==> src/include/dpuc_map.svh <==
// Purpose: Register offsets, field positions, reset values and timing counts
// Assumes: 8-bit register port, one word per offset
// Notes:   Offsets are local choices; none are printed for this block
// Notes on behaviour
// - Conversion runs only while run-enable bit 4 of mode register is 1.
// - Channel 0 request flag, bit 4 of flag register, is 1 while pending.
// - Mask bit 0 lets a pending request through; 1 blocks it.
// - Writing 1 to start bit 0 sets enabled status and enables counting.
// - Writing 0 to start bit 0 changes nothing.
// - When counting actually begins depends on the selected channel mode.
// - Analog output follows the 8-bit conversion value; all bits writable.
// - Output level equals reference times conversion value divided by 256.
// - Mode register bit 0 selects normal mode (0) or real-time mode (1).
// - Clock gate bit 7 low holds converter in reset and blocks writes.
`ifndef DPUC_MAP_SVH
`define DPUC_MAP_SVH

// ==========================================================
// Register offsets
`define DPUC_OFF_MODE      4'h0
`define DPUC_OFF_IRQ_FLAG  4'h1
`define DPUC_OFF_IRQ_MASK  4'h2
`define DPUC_OFF_START_LO  4'h3
`define DPUC_OFF_START_HI  4'h4
`define DPUC_OFF_VALUE     4'h5
`define DPUC_OFF_CLK_GATE  4'h6
`define DPUC_OFF_RELOAD_LO 4'h7
`define DPUC_OFF_RELOAD_HI 4'h8
`define DPUC_OFF_CH_MODE   4'h9
`define DPUC_OFF_STATUS    4'ha
`define DPUC_OFF_INT_STAT  4'hb
`define DPUC_OFF_INT_MASK  4'hc

// ==========================================================
// Field positions
`define DPUC_BIT_RUN_EN    4
`define DPUC_BIT_MODE_SEL  0
`define DPUC_BIT_TMR_IRQ   4
`define DPUC_BIT_START     0
`define DPUC_BIT_CLK_GATE  7
`define DPUC_BIT_ENABLED   0
`define DPUC_BIT_COUNTING  1

// ==========================================================
// Reset values
`define DPUC_RST_MODE      8'h00
`define DPUC_RST_VALUE     8'h00
`define DPUC_RST_IRQ_FLAG  8'h00
`define DPUC_RST_IRQ_MASK  8'hff
`define DPUC_RST_RELOAD    16'h3e7f
`define DPUC_RST_INT_MASK  8'h00

// ==========================================================
// Timing
`define DPUC_CLK_MHZ       200
`define DPUC_STEPS         256

`endif

==> src/include/dpuc_pkg.sv <==
// Purpose: Types shared by the converter control block
// Assumes: dpuc_map.svh holds all register map numbers; state and channel mode codes are set here
// Notes:   Types only
package dpuc_pkg;

  typedef enum logic [1:0] {
    DPUC_IDLE  = 2'b00,
    DPUC_ARMED = 2'b01,
    DPUC_COUNT = 2'b11
  } dpuc_state_t;

  typedef enum logic [1:0] {
    DPUC_CH_INTERVAL = 2'b00,
    DPUC_CH_EVENT    = 2'b01,
    DPUC_CH_ONESHOT  = 2'b10,
    DPUC_CH_RSVD     = 2'b11
  } dpuc_ch_mode_t;

  typedef struct packed {
    logic [3:0] addr;
    logic [7:0] wdata;
    logic       wr;
    logic       rd;
  } dpuc_bus_req_t;

  typedef struct packed {
    logic       run_en;
    logic       rt_mode;
    logic [7:0] value;
  } dpuc_conv_t;

endpackage

==> src/verilog/dpuc_pwm_out.sv <==
// Purpose: 8-bit duty-cycle converter core for the analog output pin
// Assumes: Pin is filtered externally to reference * code / 256
// Notes:   Holds output low while disabled
`timescale 1ns/10ps
`default_nettype none
`include "dpuc_map.svh"

module dpuc_pwm_out
  import dpuc_pkg::*;
(
  input  wire logic       clock_i,  // System clock
  input  wire logic       rst_i,    // Async reset, high
  input  wire dpuc_conv_t conv_i,   // Run, mode, code
  input  wire logic       load_i,   // Real-time load pulse
  output logic            pin_o     // Analog output pin
);

  logic [7:0] phase_r;
  logic [7:0] code_r;

  // ==========================================================
  // Phase counter spans 256 steps
  always_ff @(posedge clock_i or posedge rst_i) begin
    if (rst_i) begin
      phase_r <= 8'h00;
    end else if (conv_i.run_en) begin
      phase_r <= phase_r + 8'h01;
    end else begin
      phase_r <= 8'h00;
    end
  end

  // ==========================================================
  // Code latch: direct in normal mode, on trigger in real-time mode
  always_ff @(posedge clock_i or posedge rst_i) begin
    if (rst_i) begin
      code_r <= `DPUC_RST_VALUE;
    end else if (!conv_i.rt_mode || load_i) begin
      code_r <= conv_i.value;
    end
  end

  // High for code/256 of each period, so mean level is ref*code/256
  always_ff @(posedge clock_i or posedge rst_i) begin
    if (rst_i) begin
      pin_o <= 1'b0;
    end else begin
      pin_o <= conv_i.run_en && (phase_r < code_r);
    end
  end

endmodule
`default_nettype wire

==> src/verilog/dpuc_top.sv <==
// Purpose: Periodic converter update control with timer channel 0
// Assumes: Plain register port, read data one cycle after strobe
// Notes:   Timer interrupt also serves as real-time load trigger
//
// Added by the designer: the register offsets and the address-and-strobe port.
`timescale 1ns/10ps
`default_nettype none
`include "dpuc_map.svh"

module dpuc_top
  import dpuc_pkg::*;
(
  input  wire logic       clock_i,    // 200 MHz clock
  input  wire logic       rst_i,      // Async reset, high
  input  wire logic [3:0] addr_i,     // Register address
  input  wire logic [7:0] wdata_i,    // Write data
  input  wire logic       wr_i,       // Write strobe
  input  wire logic       rd_i,       // Read strobe
  input  wire logic       evt_pin_i,  // Event count input pin
  output logic      [7:0] rdata_o,    // Read data
  output logic            irq_o,      // Level interrupt
  output logic            tmr_irq_o,  // Channel 0 service request
  output logic            pin_o       // Analog output pin
);

  dpuc_bus_req_t req;
  logic          gate_r;
  logic [7:0]    mode_r;
  logic [7:0]    value_r;
  logic [7:0]    flag_r;
  logic [7:0]    mask_r;
  logic [15:0]   reload_r;
  logic [15:0]   count_r;
  dpuc_ch_mode_t ch_mode_r;
  dpuc_state_t   state_r;
  logic          enabled_r;
  logic [7:0]    ist_r;
  logic [7:0]    imask_r;
  logic [2:0]    evt_sync_r;
  logic          evt_edge;
  logic          conv_rst;
  logic          start_wr;
  logic          tick;
  logic          wr_conv;
  dpuc_conv_t    conv;
  logic [7:0]    events;

  assign req = '{addr: addr_i, wdata: wdata_i, wr: wr_i, rd: rd_i};
  assign conv_rst = !gate_r;
  assign wr_conv  = req.wr && gate_r;
  assign start_wr = req.wr && (req.addr == `DPUC_OFF_START_LO)
                    && req.wdata[`DPUC_BIT_START];

  // ==========================================================
  // Clock gate register, always writable
  always_ff @(posedge clock_i or posedge rst_i) begin
    if (rst_i) begin
      gate_r <= 1'b0;
    end else if (req.wr && req.addr == `DPUC_OFF_CLK_GATE) begin
      gate_r <= req.wdata[`DPUC_BIT_CLK_GATE];
    end
  end

  // ==========================================================
  // Converter registers, held in reset while gate is off
  always_ff @(posedge clock_i or posedge rst_i) begin
    if (rst_i) begin
      mode_r  <= `DPUC_RST_MODE;
      value_r <= `DPUC_RST_VALUE;
    end else if (conv_rst) begin
      mode_r  <= `DPUC_RST_MODE;
      value_r <= `DPUC_RST_VALUE;
    end else if (wr_conv && req.addr == `DPUC_OFF_MODE) begin
      mode_r  <= req.wdata;
    end else if (wr_conv && req.addr == `DPUC_OFF_VALUE) begin
      value_r <= req.wdata;
    end
  end

  // ==========================================================
  // Timer channel configuration
  always_ff @(posedge clock_i or posedge rst_i) begin
    if (rst_i) begin
      reload_r  <= `DPUC_RST_RELOAD;
      ch_mode_r <= DPUC_CH_INTERVAL;
    end else if (req.wr) begin
      if (req.addr == `DPUC_OFF_RELOAD_LO) begin
        reload_r[7:0] <= req.wdata;
      end
      if (req.addr == `DPUC_OFF_RELOAD_HI) begin
        reload_r[15:8] <= req.wdata;
      end
      if (req.addr == `DPUC_OFF_CH_MODE) begin
        ch_mode_r <= dpuc_ch_mode_t'(req.wdata[1:0]);
      end
    end
  end

  // ==========================================================
  // Event pin synchroniser; edge seen only after second stage
  always_ff @(posedge clock_i or posedge rst_i) begin
    if (rst_i) begin
      evt_sync_r <= 3'b000;
    end else begin
      evt_sync_r <= {evt_sync_r[1:0], evt_pin_i};
    end
  end
  assign evt_edge = evt_sync_r[1] && !evt_sync_r[2];

  // ==========================================================
  // Channel 0 sequencer
  // Start writes of 0 fall through untouched; no stop register here.
  always_ff @(posedge clock_i or posedge rst_i) begin
    if (rst_i) begin
      state_r   <= DPUC_IDLE;
      enabled_r <= 1'b0;
      count_r   <= 16'h0000;
    end else begin
      unique case (state_r)
        DPUC_IDLE: begin
          if (start_wr) begin
            enabled_r <= 1'b1;
            state_r   <= DPUC_ARMED;
          end
        end
        DPUC_ARMED: begin
          // Start moment differs by channel mode
          if (ch_mode_r == DPUC_CH_EVENT) begin
            if (evt_edge) begin
              count_r <= reload_r;
              state_r <= DPUC_COUNT;
            end
          end else begin
            count_r <= reload_r;
            state_r <= DPUC_COUNT;
          end
        end
        DPUC_COUNT: begin
          if (ch_mode_r == DPUC_CH_EVENT && !evt_edge) begin
            count_r <= count_r;
          end else if (count_r != 16'h0000) begin
            count_r <= count_r - 16'h0001;
          end else if (ch_mode_r == DPUC_CH_ONESHOT) begin
            state_r <= DPUC_ARMED;
          end else begin
            count_r <= reload_r;
          end
          if (start_wr && ch_mode_r == DPUC_CH_ONESHOT) begin
            count_r <= reload_r;
          end
        end
        default: begin
          state_r <= DPUC_IDLE;
        end
      endcase
    end
  end

  assign tick = (state_r == DPUC_COUNT) && (count_r == 16'h0000)
                && (ch_mode_r != DPUC_CH_EVENT || evt_edge);

  // ==========================================================
  // Interrupt request flag register; set beats clear
  always_ff @(posedge clock_i or posedge rst_i) begin
    if (rst_i) begin
      flag_r <= `DPUC_RST_IRQ_FLAG;
    end else begin
      if (req.wr && req.addr == `DPUC_OFF_IRQ_FLAG) begin
        flag_r <= req.wdata;
      end
      if (tick) begin
        flag_r[`DPUC_BIT_TMR_IRQ] <= 1'b1;
      end
    end
  end

  always_ff @(posedge clock_i or posedge rst_i) begin
    if (rst_i) begin
      mask_r  <= `DPUC_RST_IRQ_MASK;
      imask_r <= `DPUC_RST_INT_MASK;
    end else if (req.wr) begin
      if (req.addr == `DPUC_OFF_IRQ_MASK) begin
        mask_r <= req.wdata;
      end
      if (req.addr == `DPUC_OFF_INT_MASK) begin
        imask_r <= req.wdata;
      end
    end
  end

  // Request leaves for service only while mask bit is clear
  assign tmr_irq_o = flag_r[`DPUC_BIT_TMR_IRQ]
                     && !mask_r[`DPUC_BIT_TMR_IRQ];

  // ==========================================================
  // Sticky status: bit0 timer tick, bit1 channel start
  assign events = {6'h00, start_wr, tick};
  always_ff @(posedge clock_i or posedge rst_i) begin
    if (rst_i) begin
      ist_r <= 8'h00;
    end else if (req.rd && req.addr == `DPUC_OFF_INT_STAT) begin
      ist_r <= events;
    end else begin
      ist_r <= ist_r | events;
    end
  end
  assign irq_o = |(ist_r & imask_r);

  // ==========================================================
  // Read port
  always_ff @(posedge clock_i or posedge rst_i) begin
    if (rst_i) begin
      rdata_o <= 8'h00;
    end else if (req.rd) begin
      unique case (req.addr)
        `DPUC_OFF_MODE:      rdata_o <= gate_r ? mode_r : 8'h00;
        `DPUC_OFF_VALUE:     rdata_o <= gate_r ? value_r : 8'h00;
        `DPUC_OFF_IRQ_FLAG:  rdata_o <= flag_r;
        `DPUC_OFF_IRQ_MASK:  rdata_o <= mask_r;
        `DPUC_OFF_CLK_GATE:  rdata_o <= {gate_r, 7'h00};
        `DPUC_OFF_RELOAD_LO: rdata_o <= reload_r[7:0];
        `DPUC_OFF_RELOAD_HI: rdata_o <= reload_r[15:8];
        `DPUC_OFF_CH_MODE:   rdata_o <= {6'h00, ch_mode_r};
        `DPUC_OFF_STATUS:    rdata_o <= {6'h00, state_r == DPUC_COUNT,
                                         enabled_r};
        `DPUC_OFF_INT_STAT:  rdata_o <= ist_r;
        `DPUC_OFF_INT_MASK:  rdata_o <= imask_r;
        default:             rdata_o <= 8'h00;
      endcase
    end
  end

  // ==========================================================
  // Converter core
  assign conv = '{run_en:  mode_r[`DPUC_BIT_RUN_EN] && gate_r,
                  rt_mode: mode_r[`DPUC_BIT_MODE_SEL],
                  value:   value_r};

  dpuc_pwm_out u_pwm (
    .clock_i (clock_i),
    .rst_i   (rst_i),
    .conv_i  (conv),
    .load_i  (tick),
    .pin_o   (pin_o)
  );

endmodule
`default_nettype wire

==> config.mk <==
export PLATFORM = sky130hd
export DESIGN_NAME = dpuc_top
export DESIGN_NICKNAME = d
export VERILOG_FILES = /design/src/include/dpuc_pkg.sv /design/src/verilog/dpuc_pwm_out.sv /design/src/verilog/dpuc_top.sv
export VERILOG_INCLUDE_DIRS = /design/src /design/src/include
export SDC_FILE = /design/constraint.sdc
export NUM_CORES = 1
export LEC_CHECK = 0
export BUFFER_PORTS_ARGS = -buffer_cell sky130_fd_sc_hd__clkbuf_2
export CAP_MARGIN = 0
export CORE_ASPECT_RATIO = 0.8
export CORE_UTILIZATION = 55
export DETAILED_ROUTE_END_ITERATION = 10
export GPL_TIMING_DRIVEN = 0
export PLACE_DENSITY_LB_ADDON = 0.15
export SKIP_LAST_GASP = 1
export SLEW_MARGIN = 20
export SYNTH_ARGS = -nofsm -noshare
export SYNTH_HDL_FRONTEND = slang
export SYNTH_SLANG_ARGS = --single-unit
export TNS_END_PERCENT = 20
==> constraint.sdc <==
create_clock -name clock_i -period 3.9 [get_ports clock_i]
set_input_delay 0.585 -clock clock_i [delete_from_list [all_inputs] [get_ports clock_i]]
set_output_delay 0.585 -clock clock_i [all_outputs]
set_load 0.02 [all_outputs]
# ---- Yosys cells after proc, flatten, opt, wreduce, memory -nomap -nowiden
# Index checks and enable logic that the tools add are counted.
dict set report word_totals {
  wordCells 114
  inputBits 17
  regBits 114
  output_inout_bits 11
}
dict set report classes {
  n_bitwise 2
  n_eq_ne 26
  addsub 2
  mux 26
  n_reduce_logical 38
  n_lt_le_gt_ge 1
}
# op count
set op_table {}
lappend op_table {{16-bit 2-to-1 mux} 6}
lappend op_table {{8-bit case mux with 11 select lines} 1}
lappend op_table {{8-bit 2-to-1 mux} 9}
lappend op_table {{16-bit case mux with 2 select lines} 1}
lappend op_table {{4-bit == test, second input constant} 5}
lappend op_table {{1-bit logical AND} 16}
lappend op_table {{16-bit zero test} 1}
lappend op_table {{16-bit nonzero test} 1}
lappend op_table {{16-bit by 1-bit subtractor with 16-bit output, second input constant} 1}
lappend op_table {{2-bit AND reduction} 7}
lappend op_table {{4-bit by 3-bit == test with 1-bit output, second input constant} 3}
lappend op_table {{2-bit 2-to-1 mux} 6}
lappend op_table {{2-bit inequality test, second input constant} 5}
lappend op_table {{8-bit by 1-bit adder with 8-bit output, second input constant} 1}
lappend op_table {{8-bit AND} 1}
lappend op_table {{4-bit by 2-bit == test with 1-bit output, second input constant} 2}
lappend op_table {{8-bit < comparator} 1}
lappend op_table {{8-bit by 2-bit bitwise OR with 8-bit output} 1}
lappend op_table {{8-bit OR reduction} 1}
lappend op_table {{2-bit by 1-bit inequality test with 1-bit output, second input constant} 3}
lappend op_table {{3-bit inequality test, second input constant} 2}
lappend op_table {{2-bit case mux with 3 select lines} 1}
lappend op_table {{5-bit 2-to-1 mux} 1}
lappend op_table {{5-bit AND reduction} 1}
lappend op_table {{other kinds (11)} 18}

# ---- Depth between registers and ports, before layout
# Gate-level depths: netlist of run 1.
dict set report depth {
  word_depth 7
  mapped_depth 8
  mapped_depth_nobuf 7
}

# ---- By module
# A second synthesis of run 1 with hierarchy kept.
dict set report hier_totals {
  cells_unflattened 536
  hier_area_um2 5599.1
}
# mod area_each_um2 instances cells_each seq_area_each_um2
set by_module_without_submodules {}
lappend by_module_without_submodules {dpuc_top 4757.1 1 454 2302.2}
lappend by_module_without_submodules {dpuc_pwm_out 842.1 1 82 425.4}

# ---- Worst setup path after synthesis of run 1
# OpenSTA, ideal clock, no wires.
dict set report synth_path {
  path_kind {register to register}
  from {reg count_r[0]}
  to {reg u_pwm.code_r[0]}
  period_less_slack_ns 1.991
  setup_slack_ns 1.909
  required_time_ns 3.775
  t_arrival_ns 1.866
  n_path_buf 0
  setup_ns 0.125
  path_stages_with_launch 8
  cell_sequence {dfrtp_1 > inv_1 > ha_1 > nor4b_1 > and4_2 > nand4_2 > nand2_4 > mux2_2}
}
dict set report synth_between {
  elab_chain_len 4
}
# item line
set synth_lines {}
lappend synth_lines {{start: declaration} dpuc_top.sv:33} ;# logic [15:0] count_r;
lappend synth_lines {{start signal: assignment} dpuc_top.sv:130} ;# count_r <= reload_r;
lappend synth_lines {{start signal: assignment} dpuc_top.sv:134} ;# count_r <= reload_r;
lappend synth_lines {{start signal: assignment} dpuc_top.sv:140} ;# count_r <= count_r;
lappend synth_lines {{16-bit zero test} dpuc_top.sv:159} ;# assign tick = (state_r == DPUC_COUNT) && (count_r == 16'h0000)
lappend synth_lines {{1-bit logical AND} dpuc_top.sv:159}
lappend synth_lines {{1-bit logical AND} dpuc_top.sv:160} ;# && (ch_mode_r != DPUC_CH_EVENT || evt_edge);
lappend synth_lines {{1-bit logical OR} dpuc_pwm_out.sv:38} ;# end else if (!conv_i.rt_mode || load_i) begin
lappend synth_lines {{end signal: assignment} dpuc_pwm_out.sv:37} ;# code_r <= `DPUC_RST_VALUE;
lappend synth_lines {{end signal: assignment} dpuc_pwm_out.sv:39} ;# code_r <= conv_i.value;
lappend synth_lines {{end: declaration} dpuc_pwm_out.sv:19} ;# logic [7:0] code_r;
# No other way between the ends.
# A chain may end at the register's enable or synchronous reset.

# ---- Final worst setup path of run 1
dict set report layout_path {
  from {reg count_r[0]}
  to {reg u_pwm.code_r[2]}
}
# The elaborated chain is that of the path after synthesis.

==> impl_metrics.tcl, run 1 <==
set metrics [dict create \
    status "complete, no violations" \
    fin_crit_ns 2.45 \
    netlist.top_cell.by_area "dfrtp_1" \
    worst-setup-path-type "reg -> reg" \
    synth_area_leaders "dfrtp_1 39%, mux2_2 10%, dfstp_2 9.4%, nand3_1 3.2%, nand2_1 2.9%" \
    cpMaxStageDelayCell "nor4b_1" \
    antenna_found_initial 0 \
    drive_gt1_share_pct 28.2 \
    yosysSeqAreaShare_pct 48.6 \
    fin_setup_tns_ns 0 \
    clockBufferDepth 2 \
    cpPeakStageDelay_ns 0.45 \
    cts_tree "yes" \
    crit_buf_inv 1 \
    clk_pin_slew_worst_paths_ns 0.08 \
    grt_max_degree 57 \
    dpl.cell_count 670 \
    yosysTopAreaCellShare_pct 39.2 \
    cts_setup_buffers 0 \
    required_ns 4.13 \
    grt_pass1_vias 4346 \
    overflow 0 \
    synth_enable_flop_cells 0 \
    fmax_mhz 407 \
    finalHoldViolCount 0 \
    placed_cell_area_um2 5950 \
    dp_hpwl_um 10100 \
    cts_sinks 108 \
    rsz0062_at_grt "no" \
    syn_to_final_growth_pct 11.4 \
    setup_ws_ns 1.45 \
    wl_per_cell_um 19.9 \
    via_per_inst 6.21 \
    grt_first_pass_wirelength_um 23000 \
    ant_nets 0 \
    io_pins 28 \
    cts_buffers 9 \
    drt_wl_total_um 13700 \
    synth_cell_types 66 \
    power_density_nw_per_um2 505 \
    drtIter0Drc 390 \
    whs_ns 0.283 \
    grt_util_all_layers_pct 28.6 \
    ys.flop_type "dfrtp_1" \
    setup_viol 0 \
    synth_warnings 0 \
    cts_root_buffer "clkbuf_16" \
    seq_area_um2 2730 \
    synth_nets 534 \
    synthArstFlopShare_pct 100 \
    pwr-share-comb_pct 20.3 \
    path_cells "inv_1 -> ha_1 -> nor4b_1 -> and4_2 -> nand4_2 -> nand2_4 -> mux2_2" \
    final_nets 572 \
    die_y_um 92.4 \
    ir_drop_mv 0.286 \
    p_int_mw 2.16 \
    htree_num_levels 3 \
    final_util_pct 64.0 \
    num_vias 4262 \
    finClkSkew_ns 0.0104 \
    switchingPower_mw 0.992 \
    start_util_pct 57.5 \
    netlist_instances 507 \
    gp_congestion 0.878 \
    switching_share_pct 31.4 \
    coreArea_um2 9770 \
    synth_seq_cells 108 \
    clockPowerShare_pct 29.6 \
    finalPower_mw 3.16 \
    ys_top_cells_by_count "88 x dfrtp_1, 52 x mux2_2, 44 x nand2_1, 36 x nand3_1" \
    power.leakage_nw 2.73 \
    hold_class "in -> async" \
    portBuffers 26 \
    end_kind "flip-flop" \
    drv_cap 0 \
    worstPathArrival_ns 2.69 \
    worstMarginPinSlew_ns 0.873 \
    dieArea_um2 10600 \
    cts_resized 0 \
    antenna-diode-count 0 \
    pre_cts_ws_ns 1.38 \
    postCtsHoldBufs 0 \
    start_kind "flip-flop" \
    multi_input_area_um2 2680 \
    fillerInstances 808 \
    maxSlewViolCount 0 \
    finalCritPeriodShare_pct 62.9 \
    slew_headroom_pct 41.8 \
    syn-cell-area_um2 5610 \
    crit_family "simple AND/OR/NAND/NOR gates" \
    num_rows 32 \
    syn_area_per_cell_um2 11.1 \
    power_frac_seq_pct 50.1 \
    fin_area_um2 6250 \
    synth.most_common_cell "dfrtp_1" \
    insertion_delay_ns 0.35 \
    post_layout_nonfiller_instances 686 \
    drc_errors 0 \
    dr.pass1.iters 5 \
    critPathMaxFanout 8 \
    die_w_um 115 \
]
-- final timing paths --
kind | startpoint | endpoint | slack (ns) | cells after the start
min | rst_i | u_pwm.phase_r[6] | 0.28 | 2
min in group clock_i | evt_pin_i | evt_sync_r[0] | 0.34 | 1
min reg2reg | evt_sync_r[0] | evt_sync_r[1] | 0.36 | 0
max reg2reg | count_r[0] | u_pwm.code_r[2] | 1.45 | 7
max | count_r[0] | u_pwm.code_r[2] | 1.45 | 7
max in group asynchronous | rst_i | reload_r[6] | 2.94 | 3
-- power groups by stage --
stage	clock network (mW)	registers (mW)	logic, mW
3_3_place_gp	0	1.58	0.600
6_report	0.934	1.58	0.639
2_1_floorplan	0	1.53	0.476
3_5_place_dp	0	1.59	0.633
5_1_grt	0.999	1.60	0.709
4_1_cts	0.950	1.57	0.638
-- registers in the layout, summed over array words and instances (netlist names) --
signal	flops
ch_mode_r	2
count_r	16
enabled_r	1
evt_sync_r	3
flag_r	8
gate_r	1
imask_r	8
ist_r	2
mask_r	8
mode_r	8
rdata_o	8
reload_r	16
state_r	2
u_pwm.code_r	8
u_pwm.phase_r	8
u_pwm.pin_o	1
value_r	8
-- cells by family after synthesis --
| family | synth area share (%) |
|---|---|
| AOI/OAI and AO/OA | 15.1 |
| DFF | 48.6 |
| buffers and inverters | 3.63 |
| muxes | 13.1 |
| and+or+nand+nor | 16.4 |
| xor gates and xnor gates | 0.936 |
| adders and majority gates | 2.23 |
-- layer usage --
| metal | up-vias | wire (um) | global-route usage, % |
|---|---|---|---|
| met4 | 0 | 119 | 6.28 |
| li1 | 1959 | - | - |
| met5 | - | 0 | 0 |
| met1 | 2149 | 6780 | 42.7 |
| met3 | 9 | 701 | 5.89 |
| met2 | 145 | 6080 | 42.9 |
-- cells in the final DEF, fill, tap and decap left out, types with 3 or more instances in the layout --
cell type	Yosys	final
a21boi_0	13	13
a21boi_1	3	3
a21oi_1	15	15
a222oi_1	5	5
a22o_1	9	9
a22oi_1	11	11
a2bb2oi_1	6	6
and2_1	3	3
and3_1	4	4
and4_2	3	3
buf_2	10	10
buf_6	4	4
clkbuf_1	7	7
clkbuf_16	0	9
clkbuf_2	0	26
dfrtp_1	88	88
dfstp_2	20	20
ha_1	10	10
inv_1	20	19
inv_6	0	4
mux2_2	52	52
mux2i_1	15	15
nand2_1	44	44
nand2b_1	3	3
nand3_1	36	36
nor2_1	21	21
nor2b_1	7	7
nor3_1	8	8
nor4_1	3	3
nor4_4	3	3
o21ai_0	21	21
o2bb2ai_1	12	12
xor2_1	4	4
-- layout make-up --
cell class / count / area share [%]
Timing Repair Buffer: 27 / 2.52
Clock buffer: 9 / 3.60
Clock inverter: 7 / 1.28
Sequential cell: 108 / 43.6
Multi-Input combinational cell: 357 / 42.9
Buffer: 22 / 2.06
Inverter: 20 / 1.28
Tap cell: 136 / 2.72
Note: power is estimated with default switching activity, not from simulation.
==> inputs of run 2 (changes only) <==
==> constraint.sdc (replaced) <==
create_clock -name clock_i -period 2.2 [get_ports clock_i]
set_input_delay 0.33 -clock clock_i [delete_from_list [all_inputs] [get_ports clock_i]]
set_output_delay 0.33 -clock clock_i [all_outputs]
set_load 0.02 [all_outputs]
==> run 2 against run 1 <==
Effect of this change:
- count of clock-buffer cells in the layout rose by 2
- non-clock buffer count grew 4
- die area did not move
- clock skew is 0.0017 ns lower
- final cell count increased by 0.58%
- register-to-register slack lost 1.4 ns
==> impl_metrics.tcl, run 2 (synthesis gave the netlist of run 1 again) <==
set metrics [dict create \
    grt_pass1_vias 4190 \
    overflow 0 \
    io_pins 28 \
    antenna-diode-count 0 \
    num_rows 32 \
    via_per_inst 6.23 \
    maxSlewViolCount 0 \
    cts_sinks 108 \
    finalHoldViolCount 0 \
    worst-setup-path-type "reg -> reg" \
    grt_util_all_layers_pct 27.5 \
    antenna_found_initial 0 \
    insertion_delay_ns 0.35 \
    start_util_pct 57.5 \
    setup_viol 0 \
    dp_hpwl_um 9930 \
    ant_nets 0 \
    drt_wl_total_um 13400 \
    coreArea_um2 9770 \
    critPathMaxFanout 8 \
    gp_congestion 0.887 \
    clk_pin_slew_worst_paths_ns 0.07 \
    grt_first_pass_wirelength_um 22100 \
    fin_setup_tns_ns 0 \
    final_common_cell "dfrtp_1" \
    fin_crit_ns 2.12 \
    cpPeakStageDelay_ns 0.48 \
    clockBufferDepth 2 \
    drive_gt1_share_pct 28.7 \
    worstPathArrival_ns 2.35 \
    status "complete, no violations" \
    dr.pass1.iters 5 \
    required_ns 2.43 \
    cpMaxStageDelayCell "nor3_1" \
    num_vias 4300 \
    cts_buffers 9 \
    syn_to_final_growth_pct 12.4 \
    drc_errors 0 \
    wl_per_cell_um 19.5 \
    fillerInstances 830 \
    hold_class "in -> reg" \
    path_cells "nor3_1 -> and4_2 -> nand4_4 -> nand2_4 -> mux2_2" \
    whs_ns 0.0819 \
    worstMarginPinSlew_ns 0.678 \
    dieArea_um2 10600 \
    dpl.cell_count 672 \
    fmax_mhz 473 \
    die_y_um 92.4 \
    grt_max_degree 34 \
    cts_tree "yes" \
    ir_drop_mv 0.381 \
    end_kind "flip-flop" \
    htree_num_levels 3 \
    start_kind "flip-flop" \
    largestRegisters "count_r x16, reload_r x16" \
    portBuffers 26 \
    drv_cap 0 \
    finalCritPeriodShare_pct 96.2 \
    power.leakage_nw 2.73 \
    final_nets 576 \
    post_layout_nonfiller_instances 690 \
    cts_root_buffer "clkbuf_16" \
    drtIter0Drc 410 \
    finClkSkew_ns 0.00869 \
    die_w_um 115 \
    layout_common_cells "88 x dfrtp_1, 52 x mux2_2, 44 x nand2_1" \
    power_density_nw_per_um2 866 \
    slew_headroom_pct 54.5 \
]
==> run 2: layout make-up <==
cell class	instances	area (um2)	area share [%]
flip-flops and latches	108	2730	43.2
multi-input cells	357	2730	43.2
clock buffers	11	233	3.69
repair buffers	31	208	3.29
well taps	136	170	2.70
plain buffers	22	133	2.10
inverters	20	78.8	1.25
clock inverters	5	37.5	0.595
==> run 2: stage by stage <==
step / total power [mW] / worst slack, ns / cell area (um2) / utilization, %
6_report: 5.47 / 0.0843 / 6310 / 64.6
3_3_place_gp: 3.86 / -0.0940 / 5920 / 60.6
3_5_place_dp: 3.93 / -0.109 / 5980 / 61.2
2_1_floorplan: 3.56 / 0.209 / 5620 / -
5_1_grt: 5.74 / -0.00506 / 6310 / 64.6
4_1_cts: 5.43 / 0.00301 / 6260 / 64.1
==> run 2: path summary, 6_finish.rpt <==
path / cells past startpoint / startpoint / end / slack [ns]
worst min register to register: 0 / evt_sync_r[0] / evt_sync_r[1] / 0.35
worst max register to register: 5 / count_r[12] / u_pwm.code_r[0] / 0.08
min in group asynchronous: 3 / rst_i / value_r[2] / 0.54
worst min-delay path: 1 / evt_pin_i / evt_sync_r[0] / 0.08
worst max-delay path: 5 / count_r[12] / u_pwm.code_r[0] / 0.08
max in group asynchronous: 5 / rst_i / reload_r[9] / 0.85
==> run 2: where the power goes <==
| part | internal (mW) | switching [mW] | leakage, nW | total [mW] |
|---|---|---|---|---|
| combinational | 0.550 | 0.601 | 1.26 | 1.15 |
| clock | 0.773 | 0.726 | 0.126 | 1.50 |
| sequential | 2.41 | 0.407 | 1.34 | 2.82 |
==> run 2: worst max-delay path, delay by kind of cell, from the launching register on <==
family	cells	cell delay (ns)
flops	1	0.43
mux	1	0.35
simple gates	4	1.21
==> run 2: timing repair <==
action	4_1_cts	5_1_grt
hold buffers	1	0
buffers inserted	0	1
gates resized for setup	1	6
endpoints found under the hold margin	11	0
pin swaps	0	3
endpoints found under the setup margin	16	22
==> run 2: per-layer routing <==
layer	track usage (%)	part of all wire [%]	vias up
met4	5.63	1.0	0
met5	0	0	-
met3	5.50	5.7	14
met1	42.2	50	2168
li1	-	-	1963
met2	40.3	44	155
==> inputs of run 3 (changes only) <==
--- a/config.mk
+++ b/config.mk
@@ -6,6 +6,7 @@
 export SDC_FILE = /design/constraint.sdc
 export NUM_CORES = 1
 export LEC_CHECK = 0
+export ABC_AREA = 1
 export BUFFER_PORTS_ARGS = -buffer_cell sky130_fd_sc_hd__clkbuf_2
 export CAP_MARGIN = 0
 export CORE_ASPECT_RATIO = 0.8
==> run 3 against run 2 <==
Effect of this change:
- critical path depth up 3
- design area up 0.79%
- wire length up 7.3%
- area after synthesis up 1.6%
- global-route usage up 1.6 points
- clock skew up 0.0032 ns
- fmax up 8.8%
- sequential cell count unchanged
- register-to-register slack better by 0.17 ns
- clock power about the same
- non-clock buffer count down 6
- critical path type unchanged
- largest power group unchanged
==> impl_metrics.tcl, run 3 <==
set metrics [dict create \
    finalCritPeriodShare_pct 88.4 \
    overflow 0 \
    drive_gt1_share_pct 13.9 \
    finalHoldViolCount 0 \
    setup_viol 0 \
    r2r_setup_slack_ns 0.26 \
    worstPathArrival_ns 2.17 \
    io_pins 28 \
    whs_ns 0.0953 \
    path_cells "inv_1 -> ha_1 -> nand3_1 -> nor2_1 -> nand4_1 -> nand2_2 -> buf_2 -> o21ai_0" \
    antenna_found_initial 0 \
    final_common_cell "nand2_1" \
    dr.pass1.iters 6 \
    fmax_mhz 514 \
    netlist_instances 750 \
    clk_pin_slew_worst_paths_ns 0.07 \
    largestRegisters "count_r x16, reload_r x16" \
    grt_first_pass_wirelength_um 23600 \
    synth_area_leaders "dfrtp_1 39%, nand2_1 17%, dfstp_2 9.2%, o21ai_0 6.6%, inv_1 6.0%" \
    critPathMaxFanout 10 \
    rsz0062_at_grt "no" \
    post_layout_nonfiller_instances 933 \
    worstReg2RegEnd "u_pwm.code_r[6]" \
    cpPeakStageDelay_ns 0.41 \
    syn_to_final_growth_pct 11.5 \
    cts_root_buffer "clkbuf_16" \
    fillerInstances 877 \
    final_util_pct 64.6 \
    synth_nets 777 \
    worstMarginPinSlew_ns 0.487 \
    grt_max_degree 37 \
    hold_class "in -> reg" \
    dp_hpwl_um 10800 \
    finalPower_mw 6.32 \
    r2r-start "count_r[0]" \
    via_per_inst 5.41 \
    power_density_nw_per_um2 993 \
    start_kind "flip-flop" \
    multi_input_area_um2 2510 \
    drv_cap 0 \
    seq_area_um2 2730 \
    worstHoldPathCells 1 \
    end_kind "flip-flop" \
    dpl.cell_count 914 \
    fin_setup_tns_ns 0 \
    power.leakage_nw 3.19 \
    die_w_um 116 \
    hold_path.startpoint "evt_pin_i" \
    ant_nets 0 \
    slew_headroom_pct 67.5 \
    synth_cell_types 38 \
    syn_area_per_cell_um2 7.61 \
    insertion_delay_ns 0.35 \
    cts_tree "yes" \
    dieArea_um2 10800 \
    status "complete, no violations" \
    drtIter0Drc 563 \
    cts_buffers 9 \
    required_ns 2.43 \
    cts_sinks 108 \
    yosysSeqAreaShare_pct 47.8 \
    yosysTopAreaCellShare_pct 38.6 \
    cpMaxStageDelayCell "dfrtp_1" \
    worst-setup-path-type "reg -> reg" \
    coreArea_um2 9850 \
    gp_congestion 0.916 \
    num_vias 5045 \
    die_y_um 93.1 \
    wl_per_cell_um 15.4 \
    synth_enable_flop_cells 0 \
    synthArstFlopShare_pct 100 \
    synth_seq_cells 108 \
    grt_pass1_vias 4637 \
    synth.most_common_cell "nand2_1" \
    ys.flop_type "dfrtp_1" \
    drc_errors 0 \
    drt_wl_total_um 14400 \
    maxSlewViolCount 0 \
    synth_warnings 0 \
    final_nets 819 \
    ys_top_cells_by_count "264 x nand2_1, 91 x inv_1, 88 x dfrtp_1, 75 x o21ai_0, 56 x nor2_1" \
    antenna-diode-count 0 \
    fin_crit_ns 1.94 \
    reg2reg_depth 8 \
    portBuffers 25 \
    netlist.top_cell.by_area "dfrtp_1" \
    whs_endpoint "evt_sync_r[0]" \
    num_rows 32 \
    syn-cell-area_um2 5710 \
    cts_resized 0 \
    grt_util_all_layers_pct 29.1 \
    finClkSkew_ns 0.0119 \
    start_util_pct 57.9 \
    clockBufferDepth 2 \
    ir_drop_mv 0.430 \
    htree_num_levels 3 \
    layout_common_cells "264 x nand2_1, 90 x inv_1, 88 x dfrtp_1" \
]
==> run 3: cell count changes after synthesis, sizes merged, moves of 12 or more <==
| cell | previous run | this run |
|---|---|---|
| mux2i | 15 | 0 |
| o2bb2ai | 12 | 0 |
| nand2 | 46 | 283 |
| nor2 | 21 | 67 |
| mux2 | 52 | 0 |
| inv | 20 | 94 |
| o21ai | 21 | 84 |
| a21boi | 16 | 0 |
==> run 3: stage by stage <==
step                area [um2]  setup slack, ns
floorplan                 5710            0.585
global placement          6000           -0.108
detailed placement        6060            0.164
CTS                       6350            0.153
global route              6360           0.0806
finish                    6360            0.256
==> run 3: worst max-delay path by stage <==
| stage | start | slack (ns) | to |
|---|---|---|---|
| 2_1_floorplan | rst_i | 0.58 | ch_mode_r[0] |
| 3_3_place_gp | rst_i | -0.11 | reload_r[7] |
| 3_5_place_dp | count_r[0] | 0.16 | u_pwm.code_r[6] |
| 4_1_cts | count_r[0] | 0.15 | u_pwm.code_r[6] |
| 5_1_grt | count_r[0] | 0.08 | u_pwm.code_r[4] |
| 6_report | count_r[0] | 0.26 | u_pwm.code_r[6] |
==> run 3: where the power goes <==
group	leakage (nW)	total [mW]	switching, mW	internal, mW
Sequential	1.36	2.77	0.352	2.42
Combinational	1.70	2.02	1.32	0.700
Clock	0.130	1.53	0.721	0.804
Total	3.19	6.32	2.40	3.92
==> run 3: per-layer routing <==
metal	GRT usage (%)	up-vias	routed length [um]
met1	43.3	2404	6720
li1	-	2431	-
met4	7.26	0	153
met3	5.64	16	1110
met2	43.6	194	6430
met5	0	-	0
==> run 3: timing repair <==
item,CTS,global route
endpoints found under the setup margin,0,5
setup buffers,0,2
hold endpoints to repair,2,0
hold buffers,1,0
==> run 3: worst max-delay path, delay by kind of cell (launching register included) <==
| family | cells | cell delay (ns) |
|---|---|---|
| AO/OA/AOI/OAI | 1 | 0.10 |
| adder cells (fa/ha/maj) | 1 | 0.24 |
| buffers and inverters | 2 | 0.34 |
| flip-flops | 1 | 0.41 |
| AND/OR/NAND/NOR | 4 | 0.72 |
==> run 3: area by class of cell <==
type                       instances  area share, %
clock inverter                     3          0.354
buffer                            16           1.65
inverter                          95           5.78
sequential                       108           42.9
clock buffer                      13           3.93
multi-input combinational        531           39.4
timing repair buffer              31           3.30
tap                              136           2.67
==> run 3: cells by family (layout without fill, tap and decap cells) <==
group	count (synthesis)	in the layout	share of synthesized area, %
AOI/OAI and AO/OA	105	105	9.58
xor gates and xnor gates	7	7	1.07
adders and majority gates	10	10	2.19
buffers and inverters	111	158	8.22
DFF	108	108	47.8
and+or+nand+nor	409	409	31.1
